[config.mk]
export PLATFORM = sky130hd
export DESIGN_NAME = atten_host_flat
export DESIGN_NICKNAME = d
export VERILOG_FILES = /design/src/hdl/atten_pkg.sv /design/src/hdl/atten_link_if.sv /design/src/hdl/atten_host.sv /design/src/flat_wrapper.sv
export SDC_FILE = /design/constraint.sdc
export NUM_CORES = 1
export LEC_CHECK = 0
export BUFFER_PORTS_ARGS = -buffer_cell sky130_fd_sc_hd__buf_2
export CAP_MARGIN = 25
export CELL_PAD_IN_SITES_DETAIL_PLACEMENT = 1
export CELL_PAD_IN_SITES_GLOBAL_PLACEMENT = 1
export CORE_MARGIN = 2
export CORE_UTILIZATION = 32
export DETAILED_ROUTE_END_ITERATION = 10
export PLACE_DENSITY_LB_ADDON = 0.1
export SLEW_MARGIN = 20
export SYNTH_ARGS = -nofsm -noshare
export SYNTH_HDL_FRONTEND = slang
export SYNTH_SLANG_ARGS = --single-unit
[constraint.sdc]
create_clock -name CLK -period 2.2 [get_ports CLK]
set_input_delay 0.44 -clock CLK [delete_from_list [all_inputs] [get_ports CLK]]
set_output_delay 0.44 -clock CLK [all_outputs]
set_load 0.05 [all_outputs]
[src/hdl/atten_pkg.sv]
`default_nettype none
package atten_pkg;
   // attenuation word, one lsb is 0.5 dB
   localparam int            WORD_W      = 6;
   localparam logic [2:0]    MSB_INDEX   = 3'h5;
   localparam logic [5:0]    ATTEN_REF   = 6'h00;
   localparam logic [5:0]    PUP_8DB     = 6'h10;
   localparam logic [5:0]    PUP_16DB    = 6'h20;
   localparam logic [5:0]    PUP_31DB    = 6'h3e;

   // timing, host side
   localparam int            CLK_NS       = 25;
   localparam int            SCLK_HALF_NS = 50;
   localparam int            LE_SETUP_NS  = 10;
   localparam int            LE_PW_NS     = 30;
   localparam int            DATA_HOLD_NS = 10;
   localparam logic [3:0]    HALF_CYC  = 4'((SCLK_HALF_NS + CLK_NS - 1) / CLK_NS);
   localparam logic [3:0]    SETUP_CYC = 4'((LE_SETUP_NS + CLK_NS - 1) / CLK_NS);
   localparam logic [3:0]    PW_CYC    = 4'((LE_PW_NS + CLK_NS - 1) / CLK_NS);
   localparam logic [3:0]    HOLD_CYC  = 4'((DATA_HOLD_NS + CLK_NS - 1) / CLK_NS);

   // host registers
   localparam logic [11:0]   REG_CTRL    = 12'h000;
   localparam logic [11:0]   REG_DATA    = 12'h004;
   localparam logic [11:0]   REG_STATUS  = 12'h008;
   localparam int            CTRL_SEL    = 0;
   localparam int            CTRL_DIRECT = 1;
   localparam int            CTRL_PUP_LO = 2;
   localparam int            CTRL_PUP_HI = 3;
   localparam logic [3:0]    CTRL_RESET  = 4'h0;
   localparam int            STAT_BUSY   = 0;
   localparam int            STAT_WORD   = 8;

   typedef enum logic [1:0] {
      INIT_WAIT0 = 2'b00,
      INIT_WAIT1 = 2'b01,
      INIT_LOAD  = 2'b11,
      INIT_RUN   = 2'b10
   } init_state_type;

   typedef enum logic [2:0] {
      SEQ_IDLE   = 3'b000,
      SEQ_SHIFT  = 3'b001,
      SEQ_SETUP  = 3'b011,
      SEQ_STROBE = 3'b010,
      SEQ_HOLD   = 3'b110
   } seq_state_type;
endpackage
`default_nettype wire

[src/hdl/atten_link_if.sv]
`timescale 1ns/1ps
`default_nettype none
interface atten_link_if;
   logic serial_clk;
   logic serial_data;
   logic latch_strobe;
   logic interface_select;
   logic atten_bit_16db;
   logic atten_bit_8db;
   logic atten_bit_4db;
   logic atten_bit_2db;
   logic atten_bit_1db;
   logic atten_bit_half_db;
   logic powerup_sel_lo;
   logic powerup_sel_hi;

   modport host (
      output serial_clk, serial_data, latch_strobe, interface_select,
      output atten_bit_16db, atten_bit_8db, atten_bit_4db,
      output atten_bit_2db, atten_bit_1db, atten_bit_half_db,
      output powerup_sel_lo, powerup_sel_hi
   );
   modport device (
      input serial_clk, serial_data, latch_strobe, interface_select,
      input atten_bit_16db, atten_bit_8db, atten_bit_4db,
      input atten_bit_2db, atten_bit_1db, atten_bit_half_db,
      input powerup_sel_lo, powerup_sel_hi
   );
endinterface
`default_nettype wire

[src/hdl/atten_host.sv]
`timescale 1ns/1ps
`default_nettype none
module atten_host (
   input  wire logic          CLK,
   input  wire logic          RST_B,
   input  wire logic          PSEL,
   input  wire logic          PENABLE,
   input  wire logic          PWRITE,
   input  wire logic [11:0]   PADDR,
   input  wire logic [31:0]   PWDATA,
   output logic [31:0]        PRDATA,
   output logic               PREADY,
   output logic               PSLVERR,
   atten_link_if.host         LINK
);

   logic [31:0]               prdata_q;
   logic                      pready_q;
   logic                      pslverr_q;
   logic [3:0]                ctrl_q;
   logic [5:0]                word_q;
   logic [5:0]                par_q;
   logic [3:0]                cnt_q;
   logic [2:0]                bit_q;
   logic                      sclk_q;
   logic                      sdata_q;
   logic                      le_q;
   atten_pkg::seq_state_type  state_q;
   logic                      busy;
   logic                      wr_fire;
   logic                      start;
   logic                      mapped;

   assign busy    = (state_q != atten_pkg::SEQ_IDLE);
   assign mapped  = (PADDR == atten_pkg::REG_CTRL) || (PADDR == atten_pkg::REG_DATA) ||
                    (PADDR == atten_pkg::REG_STATUS);
   // writes land on the edge where the master sees pready high
   assign wr_fire = PSEL && PENABLE && PWRITE && pready_q && !busy;
   assign start   = wr_fire && (PADDR == atten_pkg::REG_DATA);

   // apb answer: one wait state, read data registered
   always_ff @(posedge CLK or negedge RST_B) begin
      if (!RST_B) begin
         pready_q  <= 1'b0;
         pslverr_q <= 1'b0;
         prdata_q  <= 32'h00000000;
      end else begin
         pready_q  <= PSEL && PENABLE && !pready_q;
         pslverr_q <= PSEL && PENABLE && !pready_q && !mapped;
         prdata_q  <= 32'h00000000;
         if (PSEL && PENABLE && !pready_q && !PWRITE) begin
            if (PADDR == atten_pkg::REG_CTRL) begin
               prdata_q <= {28'h0000000, ctrl_q};
            end else if (PADDR == atten_pkg::REG_DATA) begin
               prdata_q <= {26'h0000000, par_q};
            end else if (PADDR == atten_pkg::REG_STATUS) begin
               prdata_q <= {18'h00000, word_q, 7'h00, busy};
            end
         end
      end
   end

   // control register; refused while a transfer runs
   always_ff @(posedge CLK or negedge RST_B) begin
      if (!RST_B) begin
         ctrl_q <= atten_pkg::CTRL_RESET;
      end else if (wr_fire && (PADDR == atten_pkg::REG_CTRL)) begin
         ctrl_q <= PWDATA[3:0];
      end
   end

   // link sequencer; serial clock is CLK divided, data moves
   // mid-low so both setup and hold keep half a low phase
   always_ff @(posedge CLK or negedge RST_B) begin
      if (!RST_B) begin
         state_q <= atten_pkg::SEQ_IDLE;
         cnt_q   <= 4'h0;
         bit_q   <= 3'h0;
         sclk_q  <= 1'b0;
         sdata_q <= 1'b0;
         le_q    <= 1'b0;
         word_q  <= atten_pkg::ATTEN_REF;
         par_q   <= atten_pkg::ATTEN_REF;
      end else begin
         unique case (state_q)
            atten_pkg::SEQ_IDLE: begin
               sclk_q <= 1'b0;
               le_q   <= ctrl_q[atten_pkg::CTRL_DIRECT];
               if (start) begin
                  word_q <= PWDATA[5:0];
                  if (ctrl_q[atten_pkg::CTRL_SEL]) begin
                     sdata_q <= PWDATA[5];
                     bit_q   <= atten_pkg::MSB_INDEX;
                     cnt_q   <= atten_pkg::HALF_CYC - 4'h1;
                     state_q <= atten_pkg::SEQ_SHIFT;
                  end else begin
                     par_q <= PWDATA[5:0];
                     if (!ctrl_q[atten_pkg::CTRL_DIRECT]) begin
                        cnt_q   <= atten_pkg::SETUP_CYC - 4'h1;
                        state_q <= atten_pkg::SEQ_SETUP;
                     end
                  end
               end
            end
            atten_pkg::SEQ_SHIFT: begin
               if (cnt_q != 4'h0) begin
                  cnt_q <= cnt_q - 4'h1;
                  if (!sclk_q && (cnt_q == 4'h1)) begin
                     sdata_q <= word_q[bit_q];
                  end
               end else begin
                  cnt_q <= atten_pkg::HALF_CYC - 4'h1;
                  if (!sclk_q) begin
                     sclk_q <= 1'b1;
                  end else begin
                     sclk_q <= 1'b0;
                     if (bit_q == 3'h0) begin
                        cnt_q   <= atten_pkg::SETUP_CYC - 4'h1;
                        state_q <= atten_pkg::SEQ_SETUP;
                     end else begin
                        bit_q <= bit_q - 3'h1;
                     end
                  end
               end
            end
            atten_pkg::SEQ_SETUP: begin
               le_q <= 1'b0;
               if (cnt_q == 4'h0) begin
                  le_q    <= 1'b1;
                  cnt_q   <= atten_pkg::PW_CYC - 4'h1;
                  state_q <= atten_pkg::SEQ_STROBE;
               end else begin
                  cnt_q <= cnt_q - 4'h1;
               end
            end
            atten_pkg::SEQ_STROBE: begin
               if (cnt_q == 4'h0) begin
                  le_q    <= 1'b0;
                  cnt_q   <= atten_pkg::HOLD_CYC - 4'h1;
                  state_q <= atten_pkg::SEQ_HOLD;
               end else begin
                  cnt_q <= cnt_q - 4'h1;
               end
            end
            atten_pkg::SEQ_HOLD: begin
               if (cnt_q == 4'h0) begin
                  state_q <= atten_pkg::SEQ_IDLE;
               end else begin
                  cnt_q <= cnt_q - 4'h1;
               end
            end
            default: state_q <= atten_pkg::SEQ_IDLE;
         endcase
      end
   end

   // pins and bus outputs, all from flops
   assign LINK.serial_clk        = sclk_q;
   assign LINK.serial_data       = sdata_q;
   assign LINK.latch_strobe      = le_q;
   assign LINK.interface_select  = ctrl_q[atten_pkg::CTRL_SEL];
   assign LINK.powerup_sel_lo    = ctrl_q[atten_pkg::CTRL_PUP_LO];
   assign LINK.powerup_sel_hi    = ctrl_q[atten_pkg::CTRL_PUP_HI];
   assign LINK.atten_bit_16db    = par_q[5];
   assign LINK.atten_bit_8db     = par_q[4];
   assign LINK.atten_bit_4db     = par_q[3];
   assign LINK.atten_bit_2db     = par_q[2];
   assign LINK.atten_bit_1db     = par_q[1];
   assign LINK.atten_bit_half_db = par_q[0];
   assign PRDATA                 = prdata_q;
   assign PREADY                 = pready_q;
   assign PSLVERR                = pslverr_q;

endmodule
`default_nettype wire

[src/flat_wrapper.sv]
// flat-port wrapper written by rule: the top's interface ports become plain ports
module atten_host_flat 
  (CLK, RST_B, PSEL, PENABLE, PWRITE, PADDR, PWDATA, PRDATA, PREADY, PSLVERR, LINK_serial_clk, LINK_serial_data, LINK_latch_strobe, LINK_interface_select, LINK_atten_bit_16db, LINK_atten_bit_8db, LINK_atten_bit_4db, LINK_atten_bit_2db, LINK_atten_bit_1db, LINK_atten_bit_half_db, LINK_powerup_sel_lo, LINK_powerup_sel_hi);
  atten_link_if LINK_i ();
  input  wire logic CLK;
  input  wire logic RST_B;
  input  wire logic PSEL;
  input  wire logic PENABLE;
  input  wire logic PWRITE;
  input  wire logic [11:0] PADDR;
  input  wire logic [31:0] PWDATA;
  output logic [31:0] PRDATA;
  output logic PREADY;
  output logic PSLVERR;
  output wire logic [$bits(LINK_i.serial_clk)-1:0] LINK_serial_clk;
  output wire logic [$bits(LINK_i.serial_data)-1:0] LINK_serial_data;
  output wire logic [$bits(LINK_i.latch_strobe)-1:0] LINK_latch_strobe;
  output wire logic [$bits(LINK_i.interface_select)-1:0] LINK_interface_select;
  output wire logic [$bits(LINK_i.atten_bit_16db)-1:0] LINK_atten_bit_16db;
  output wire logic [$bits(LINK_i.atten_bit_8db)-1:0] LINK_atten_bit_8db;
  output wire logic [$bits(LINK_i.atten_bit_4db)-1:0] LINK_atten_bit_4db;
  output wire logic [$bits(LINK_i.atten_bit_2db)-1:0] LINK_atten_bit_2db;
  output wire logic [$bits(LINK_i.atten_bit_1db)-1:0] LINK_atten_bit_1db;
  output wire logic [$bits(LINK_i.atten_bit_half_db)-1:0] LINK_atten_bit_half_db;
  output wire logic [$bits(LINK_i.powerup_sel_lo)-1:0] LINK_powerup_sel_lo;
  output wire logic [$bits(LINK_i.powerup_sel_hi)-1:0] LINK_powerup_sel_hi;
  assign LINK_serial_clk = LINK_i.serial_clk;
  assign LINK_serial_data = LINK_i.serial_data;
  assign LINK_latch_strobe = LINK_i.latch_strobe;
  assign LINK_interface_select = LINK_i.interface_select;
  assign LINK_atten_bit_16db = LINK_i.atten_bit_16db;
  assign LINK_atten_bit_8db = LINK_i.atten_bit_8db;
  assign LINK_atten_bit_4db = LINK_i.atten_bit_4db;
  assign LINK_atten_bit_2db = LINK_i.atten_bit_2db;
  assign LINK_atten_bit_1db = LINK_i.atten_bit_1db;
  assign LINK_atten_bit_half_db = LINK_i.atten_bit_half_db;
  assign LINK_powerup_sel_lo = LINK_i.powerup_sel_lo;
  assign LINK_powerup_sel_hi = LINK_i.powerup_sel_hi;
  atten_host u_core (.CLK(CLK), .RST_B(RST_B), .PSEL(PSEL), .PENABLE(PENABLE), .PWRITE(PWRITE), .PADDR(PADDR), .PWDATA(PWDATA), .PRDATA(PRDATA), .PREADY(PREADY), .PSLVERR(PSLVERR), .LINK(LINK_i));
endmodule
Word-level counts from Yosys, hierarchy flattened
Index checks and enable logic that the tools add are counted.
W data, S select, Z words.
{ "totals": {"regBits": 63, "inputBits": 49, "out_inout_bits": 46, "word_cells": 113} }
{ "classes": {"addsub": 2, "order_cmp": 1, "eq_ne": 20, "muxes": 43, "bitwise_logic": 1, "reduce_logical": 34} }
{ "op_table": {"columns": ["op", "n"], "rows": [
  ["$mux W32", 3],
  ["$mux W3", 14],
  ["$mux W4", 8],
  ["$pmux W4 S5", 1],
  ["$ne A2 B1 Y1 const B", 9],
  ["$pmux W3 S5", 1],
  ["$mux W14", 1],
  ["$eq A12 B3 Y1 const B", 1],
  ["$eq A12 B4 Y1 const B", 1],
  ["$logic_not A12 Y1", 1],
  ["$logic_and A1 B1 Y1", 10],
  ["$mux W1", 10],
  ["$reduce_and A8 Y1", 1],
  ["$eq A3 B2 Y1 const B", 2],
  ["$logic_not A3 Y1", 2],
  ["$ne A2 B2 Y1 const B", 3],
  ["$pmux W3 S2", 1],
  ["$reduce_and A2 Y1", 3],
  ["$reduce_and A6 Y1", 1],
  ["$reduce_bool A3 Y1", 2],
  ["$logic_not A1 Y1", 5],
  ["$reduce_and A5 Y1", 1],
  ["$reduce_bool A5 Y1", 1],
  ["$eq A4 B1 Y1 const B", 1],
  ["16 further kinds", 18]
]} }

Longest topological paths before layout
{ "depth": {"ltp_word": 7, "ltp_mapped": 7, "mapped_depth_nobuf": 7} }

Worst setup path before layout
No wires, ideal clock.
{ "synth_timing": {"path_kind": "register to register", "startpoint": "register u_core.pready_q, in the netlist u_core.PREADY", "endpoint": "register u_core.par_q[0]", "setup_ns": 0.125, "arrival_ns": 2.115, "required_ns": 2.075, "slack_ns": -0.040, "path_stages_with_launch": 7, "path_buffers": 1, "synth_period_minus_slack_ns": 2.240, "path_cell_list": "dfrtp_1 -> nand2_1 -> or3_4 -> nor4_4 -> and2b_1 -> buf_6 -> mux2_4"} }
{ "synth_via": {"elab_chain_len": 4} }
{ "synth_rtl": {"columns": ["item", "line_no", "text"], "rows": [
  ["start: declaration", "atten_host.sv:18", "logic pready_q;"],
  ["start signal: assignment", "atten_host.sv:48", "pready_q <= PSEL && PENABLE && !pready_q;"],
  ["$logic_and A1 B1 Y1 (2 in a row)", "atten_host.sv:38", "assign wr_fire = PSEL && PENABLE && PWRITE && pready_q && !busy;"],
  ["$logic_and A1 B1 Y1", "atten_host.sv:39", "assign start = wr_fire && (PADDR == atten_pkg::REG_DATA);"],
  ["$reduce_and A3 Y1 (no source line)", null, null],
  ["end signal: assignment", "atten_host.sv:83", "par_q <= atten_pkg::ATTEN_REF;"],
  ["end signal: assignment", "atten_host.sv:97", "par_q <= PWDATA[5:0];"],
  ["end: declaration", "atten_host.sv:22", "logic [5:0] par_q;"]
]} }
Every way passes these cells.
A chain may end at the register's enable or synchronous reset.

Worst setup path in the final report
{ "layout_timing": {"startpoint": "register u_core.cnt_q[1]", "endpoint": "register u_core.cnt_q[0]"} }
{ "layout_via": {"elab_chain_len": 3, "elab_cells_between_ends": 8, "cone_classes": "eq/ne (1); mux (4); reduce/logical (3)"} }
{ "layout_rtl": {"columns": ["item", "line_no", "text"], "rows": [
  ["start: declaration", "atten_host.sv:23", "logic [3:0] cnt_q;"],
  ["start signal: assignment", "atten_host.sv:94", "cnt_q <= atten_pkg::HALF_CYC - 4'h1;"],
  ["start signal: assignment", "atten_host.sv:99", "cnt_q <= atten_pkg::SETUP_CYC - 4'h1;"],
  ["start signal: assignment", "atten_host.sv:107", "cnt_q <= cnt_q - 4'h1;"],
  ["$logic_not A4 Y1 / $reduce_bool A4 Y1 (equally long branches)", null, null],
  ["$mux W4 (tied with other cells)", "atten_host.sv:137", "if (cnt_q == 4'h0) begin"],
  ["$pmux W4 S5 / $reduce_and A4 Y1 (equally long branches)", null, null]
]} }
Several ways; a longest one is shown, not always the timed one.

==> key figures <==
STA
  • Clock skew after layout: between 0.008 and 0.009 ns
  • Summed negative setup slack over all endpoints: 0 ns
  • Final Hold Viols: 0
  • Worst relative slew slack: a little over three fifths
  • RSZ-0062 raised after global routing: no
  • Count of final setup violators: 0
  • Slew Limit Fails: 0
  • Post-route worst hold slack: roughly 0.21 ns
  • Fin crit period: roughly 2.0 ns
  • Peak Freq: 0.489 GHz
  • Worst-margin pin slew: 0.553 ns
  • Portion of the clock cycle consumed by the worst path in the final layout: a little over 90%

Clock tree
  • Clock tree from TritonCTS: built
  • Resized cells post-CTS: 0
  • Number of setup buffers added after CTS: 0
  • Clock-pin slew on the worst setup and hold paths: 0.09 ns
  • H-tree lvl count: 2
  • Clock latency reported for the late side of the worst-skew pair: between 0.2 and 0.3 ns
  • Total CTS buffers: 5
  • Clock Tree Root: clkbuf_8
  • Cts-stage hold buffer count: 0
  • CTS max path bufs: 2
  • Sink count of the clock tree: 43

Yosys
  • Number of distinct library cell variants in the gate-level netlist after synthesis: 47
  • Synthesized cell area: roughly 2300 sq um
  • Warnings, synthesis: 0
  • Async set-or-reset flop fraction in the synthesized netlist: 100%
  • Proportion of synthesized chip area in sequential cells: 46.8%
  • Post-synth top area cell: dfrtp_1
  • Cell with the most instances after synthesis: dfrtp_1
  • EDFF count, synth: 0
  • Synth top area cells: dfrtp_1 (47%), buf_4 (7.2%), mux2_2 (5.9%)
  • Synthesized netlist cell count: 213
  • Post-Syn Area per Cell: ~11 sq um
  • Fraction of synthesized cell area taken by the top area cell type: between 40% and 50%
  • Top post-synthesis cells by count: dfrtp_1 (43), buf_4 (22), nor2_1 (18)
  • Post-synthesis sequential element count: 43
  • Top_reg_cell synth: dfrtp_1

Layout
  • Area of combinational cells with multiple inputs: between 1000 and 1500 sq um
  • Nets: roughly 340
  • Fin area: roughly 2800 sq um
  • # diodes: 0
  • Synthesis-to-layout area growth: 21.6%
  • Fill count: 796
  • Register cell area after layout: roughly 1100 sq um
  • Share of layout cells above drive strength 1: ~37%

Route
  • Count of unresolved DRC violations after routing: 0
  • Overall routed net length: 5360 um
  • DRT iter0 DRCs: 53
  • ANT nets after route: 0
  • Number of detailed-route iterations in the first pass: 4
  • Count of vias placed by the detailed router: 1742
  • Number of vias per cell after detailed routing: ~4.6
  • Routed WL per cell: ~14 um

Floorplan
  • Core area: roughly 7000 sq um
  • Initial Utilization: 33.5%
  • IO Count: 95
  • Die W: 88.8 um
  • Die Footprint: between 7000 and 8000 sq um
  • Number of rows created at floorplan: 30
  • Die outline height: 88.8 um

Outcome
  • Run status: finished clean

Global routing
  • Met1 track utilization from global routing: about a fifth
  • Via count of the first global-routing pass: roughly 1800
  • Initial antenna violation count: 0
  • GR peak layer: met2
  • Wire length of the first global-routing pass: 9080 um
  • Global router's overall resource usage: approximately 15%
  • Global-route congestion overflow total: 0
  • Met3 layer usage reported by global route: 3.08%
  • Met2 usage in global routing: 25.8%
  • Maximum number of pins on one net before global-route repair: between 40 and 50

Pwr
  • Peak supply drop: just under 200 uV
  • Power density over the cells: 517 nW/um^2
  • Total leakage power: 1.41 nW

Critical path
  • Kind of start point of the critical path: register
  • Setup Crit Path Kind: reg -> reg
  • First element of the critical path: u_core.cnt_q[1]
  • Startpoint of the worst-slack reg-to-reg timing path: u_core.cnt_q[1]
  • R2R Setup Slk: between 0.15 and 0.2 ns
  • Cells along the critical path: inv_1 -> ha_1 -> or3b_1 -> o21ai_0 -> a21oi_1 -> a2bb2oi_1 -> buf_4 -> buf_4 -> mux2i_1
  • Cell seen most often among critical-path stages: buf_4
  • Slowest Stage Delay on Critical Path: 0.41 ns
  • Critical Path Fanout Max: 3
  • Slowest CP cell: or3b_1
  • Critical path data required time: between 2 and 2.5 ns
  • Endpoint arrival time on the critical path: 2.20 ns
  • Sort of element at the end of the critical path: register

Placement
  • DPL Wire Length: between 4000 and 5000 um
  • Number of port buffers: 48
  • Cell Area, Placed: approximately 2700 sq um
  • Final GP Congestion: 0.762

Hold path
  • Class of the worst hold path: in -> async

Job
  • Count of max-cap constraint violations: 0
==> registers in the layout, summed over array words and instances, names as in the netlist <==
name,flops
u_core.ctrl_q,4
u_core.cnt_q,4
u_core.bit_q,3
u_core.par_q,6
u_core.PREADY,1
u_core.PSLVERR,1
u_core.word_q,6
u_core.LINK.serial_clk,1
u_core.PRDATA,12
u_core.LINK.latch_strobe,1
u_core.LINK.serial_data,1
u_core.state_q,3
==> layout make-up <==
type | instances | share of cell area, %
clock inverters | 2 | 0.447
flip-flops and latches | 43 | 38.5
clock buffers | 6 | 2.59
repair buffers | 68 | 14.4
well taps | 96 | 4.29
multi-input cells | 154 | 38.4
inverters | 10 | 1.34
==> routing by layer <==
metal / vias up / share of wire [%] / wire length, um
met4: 0 / 0.82 / 44
li1: 843 / - / -
met2: 45 / 48 / 2580
met1: 849 / 46 / 2460
met5: - / 0 / 0
met3: 5 / 5.0 / 268
==> per-stage QoR <==
step	util, %	worst slack [ns]	total power (W)	std cells
floorplan	-	0.101	0.000939	232
global placement	39.5	0.0447	0.000964	371
detailed placement	39.5	0.0564	0.000965	371
CTS	40.7	0.140	0.00147	379
global route	40.7	0.0163	0.00152	379
finish	40.7	0.157	0.00145	379
==> cell usage in the layout, fill, tap and decap left out, types with 10 or more instances in the layout <==
master / n
a21oi_1: 10
buf_2: 48
buf_4: 19
conb_1: 20
dfrtp_1: 42
inv_1: 10
mux2_2: 12
nand2_1: 11
nor2_1: 18
==> worst max-delay path: cells and delay by family (launching register included) <==
| kind | cells | cell delay (ns) |
|---|---|---|
| compound gates | 3 | 0.40 |
| mux | 1 | 0.12 |
| fa+ha+maj | 1 | 0.20 |
| buf+inv | 3 | 0.39 |
| flops | 1 | 0.40 |
| simple gates | 1 | 0.41 |
==> report_power, final <==
group          internal, W  switching [W]  leakage, nW
sequential        0.000793     0.00000302        0.572
combinational    0.0000270       0.000125        0.797
clock             0.000222       0.000277       0.0412
total              0.00104       0.000405         1.41
==> logic make-up (layout without fill, tap and decap cells) <==
family	Yosys count	in the layout	synth area share [%]
other	1	20	0.163
adders and majority gates	5	5	2.72
DFF	43	43	46.8
buffers and inverters	35	86	9.62
muxes	25	25	13.4
and+or+nand+nor	73	73	18.5
xor gates and xnor gates	1	1	0.381
AOI/OAI and AO/OA	30	30	8.43
==> worst paths after layout <==
kind	end	depth (start not counted)
max in group asynchronous	u_core.PREADY	2
min in group CLK	u_core.par_q[4]	2
worst min register to register	u_core.PREADY	1
worst min-delay path	u_core.par_q[2]	2
worst max register to register	u_core.cnt_q[0]	9
worst max-delay path	u_core.cnt_q[0]	9
Note: power is estimated with default switching activity, not from simulation.
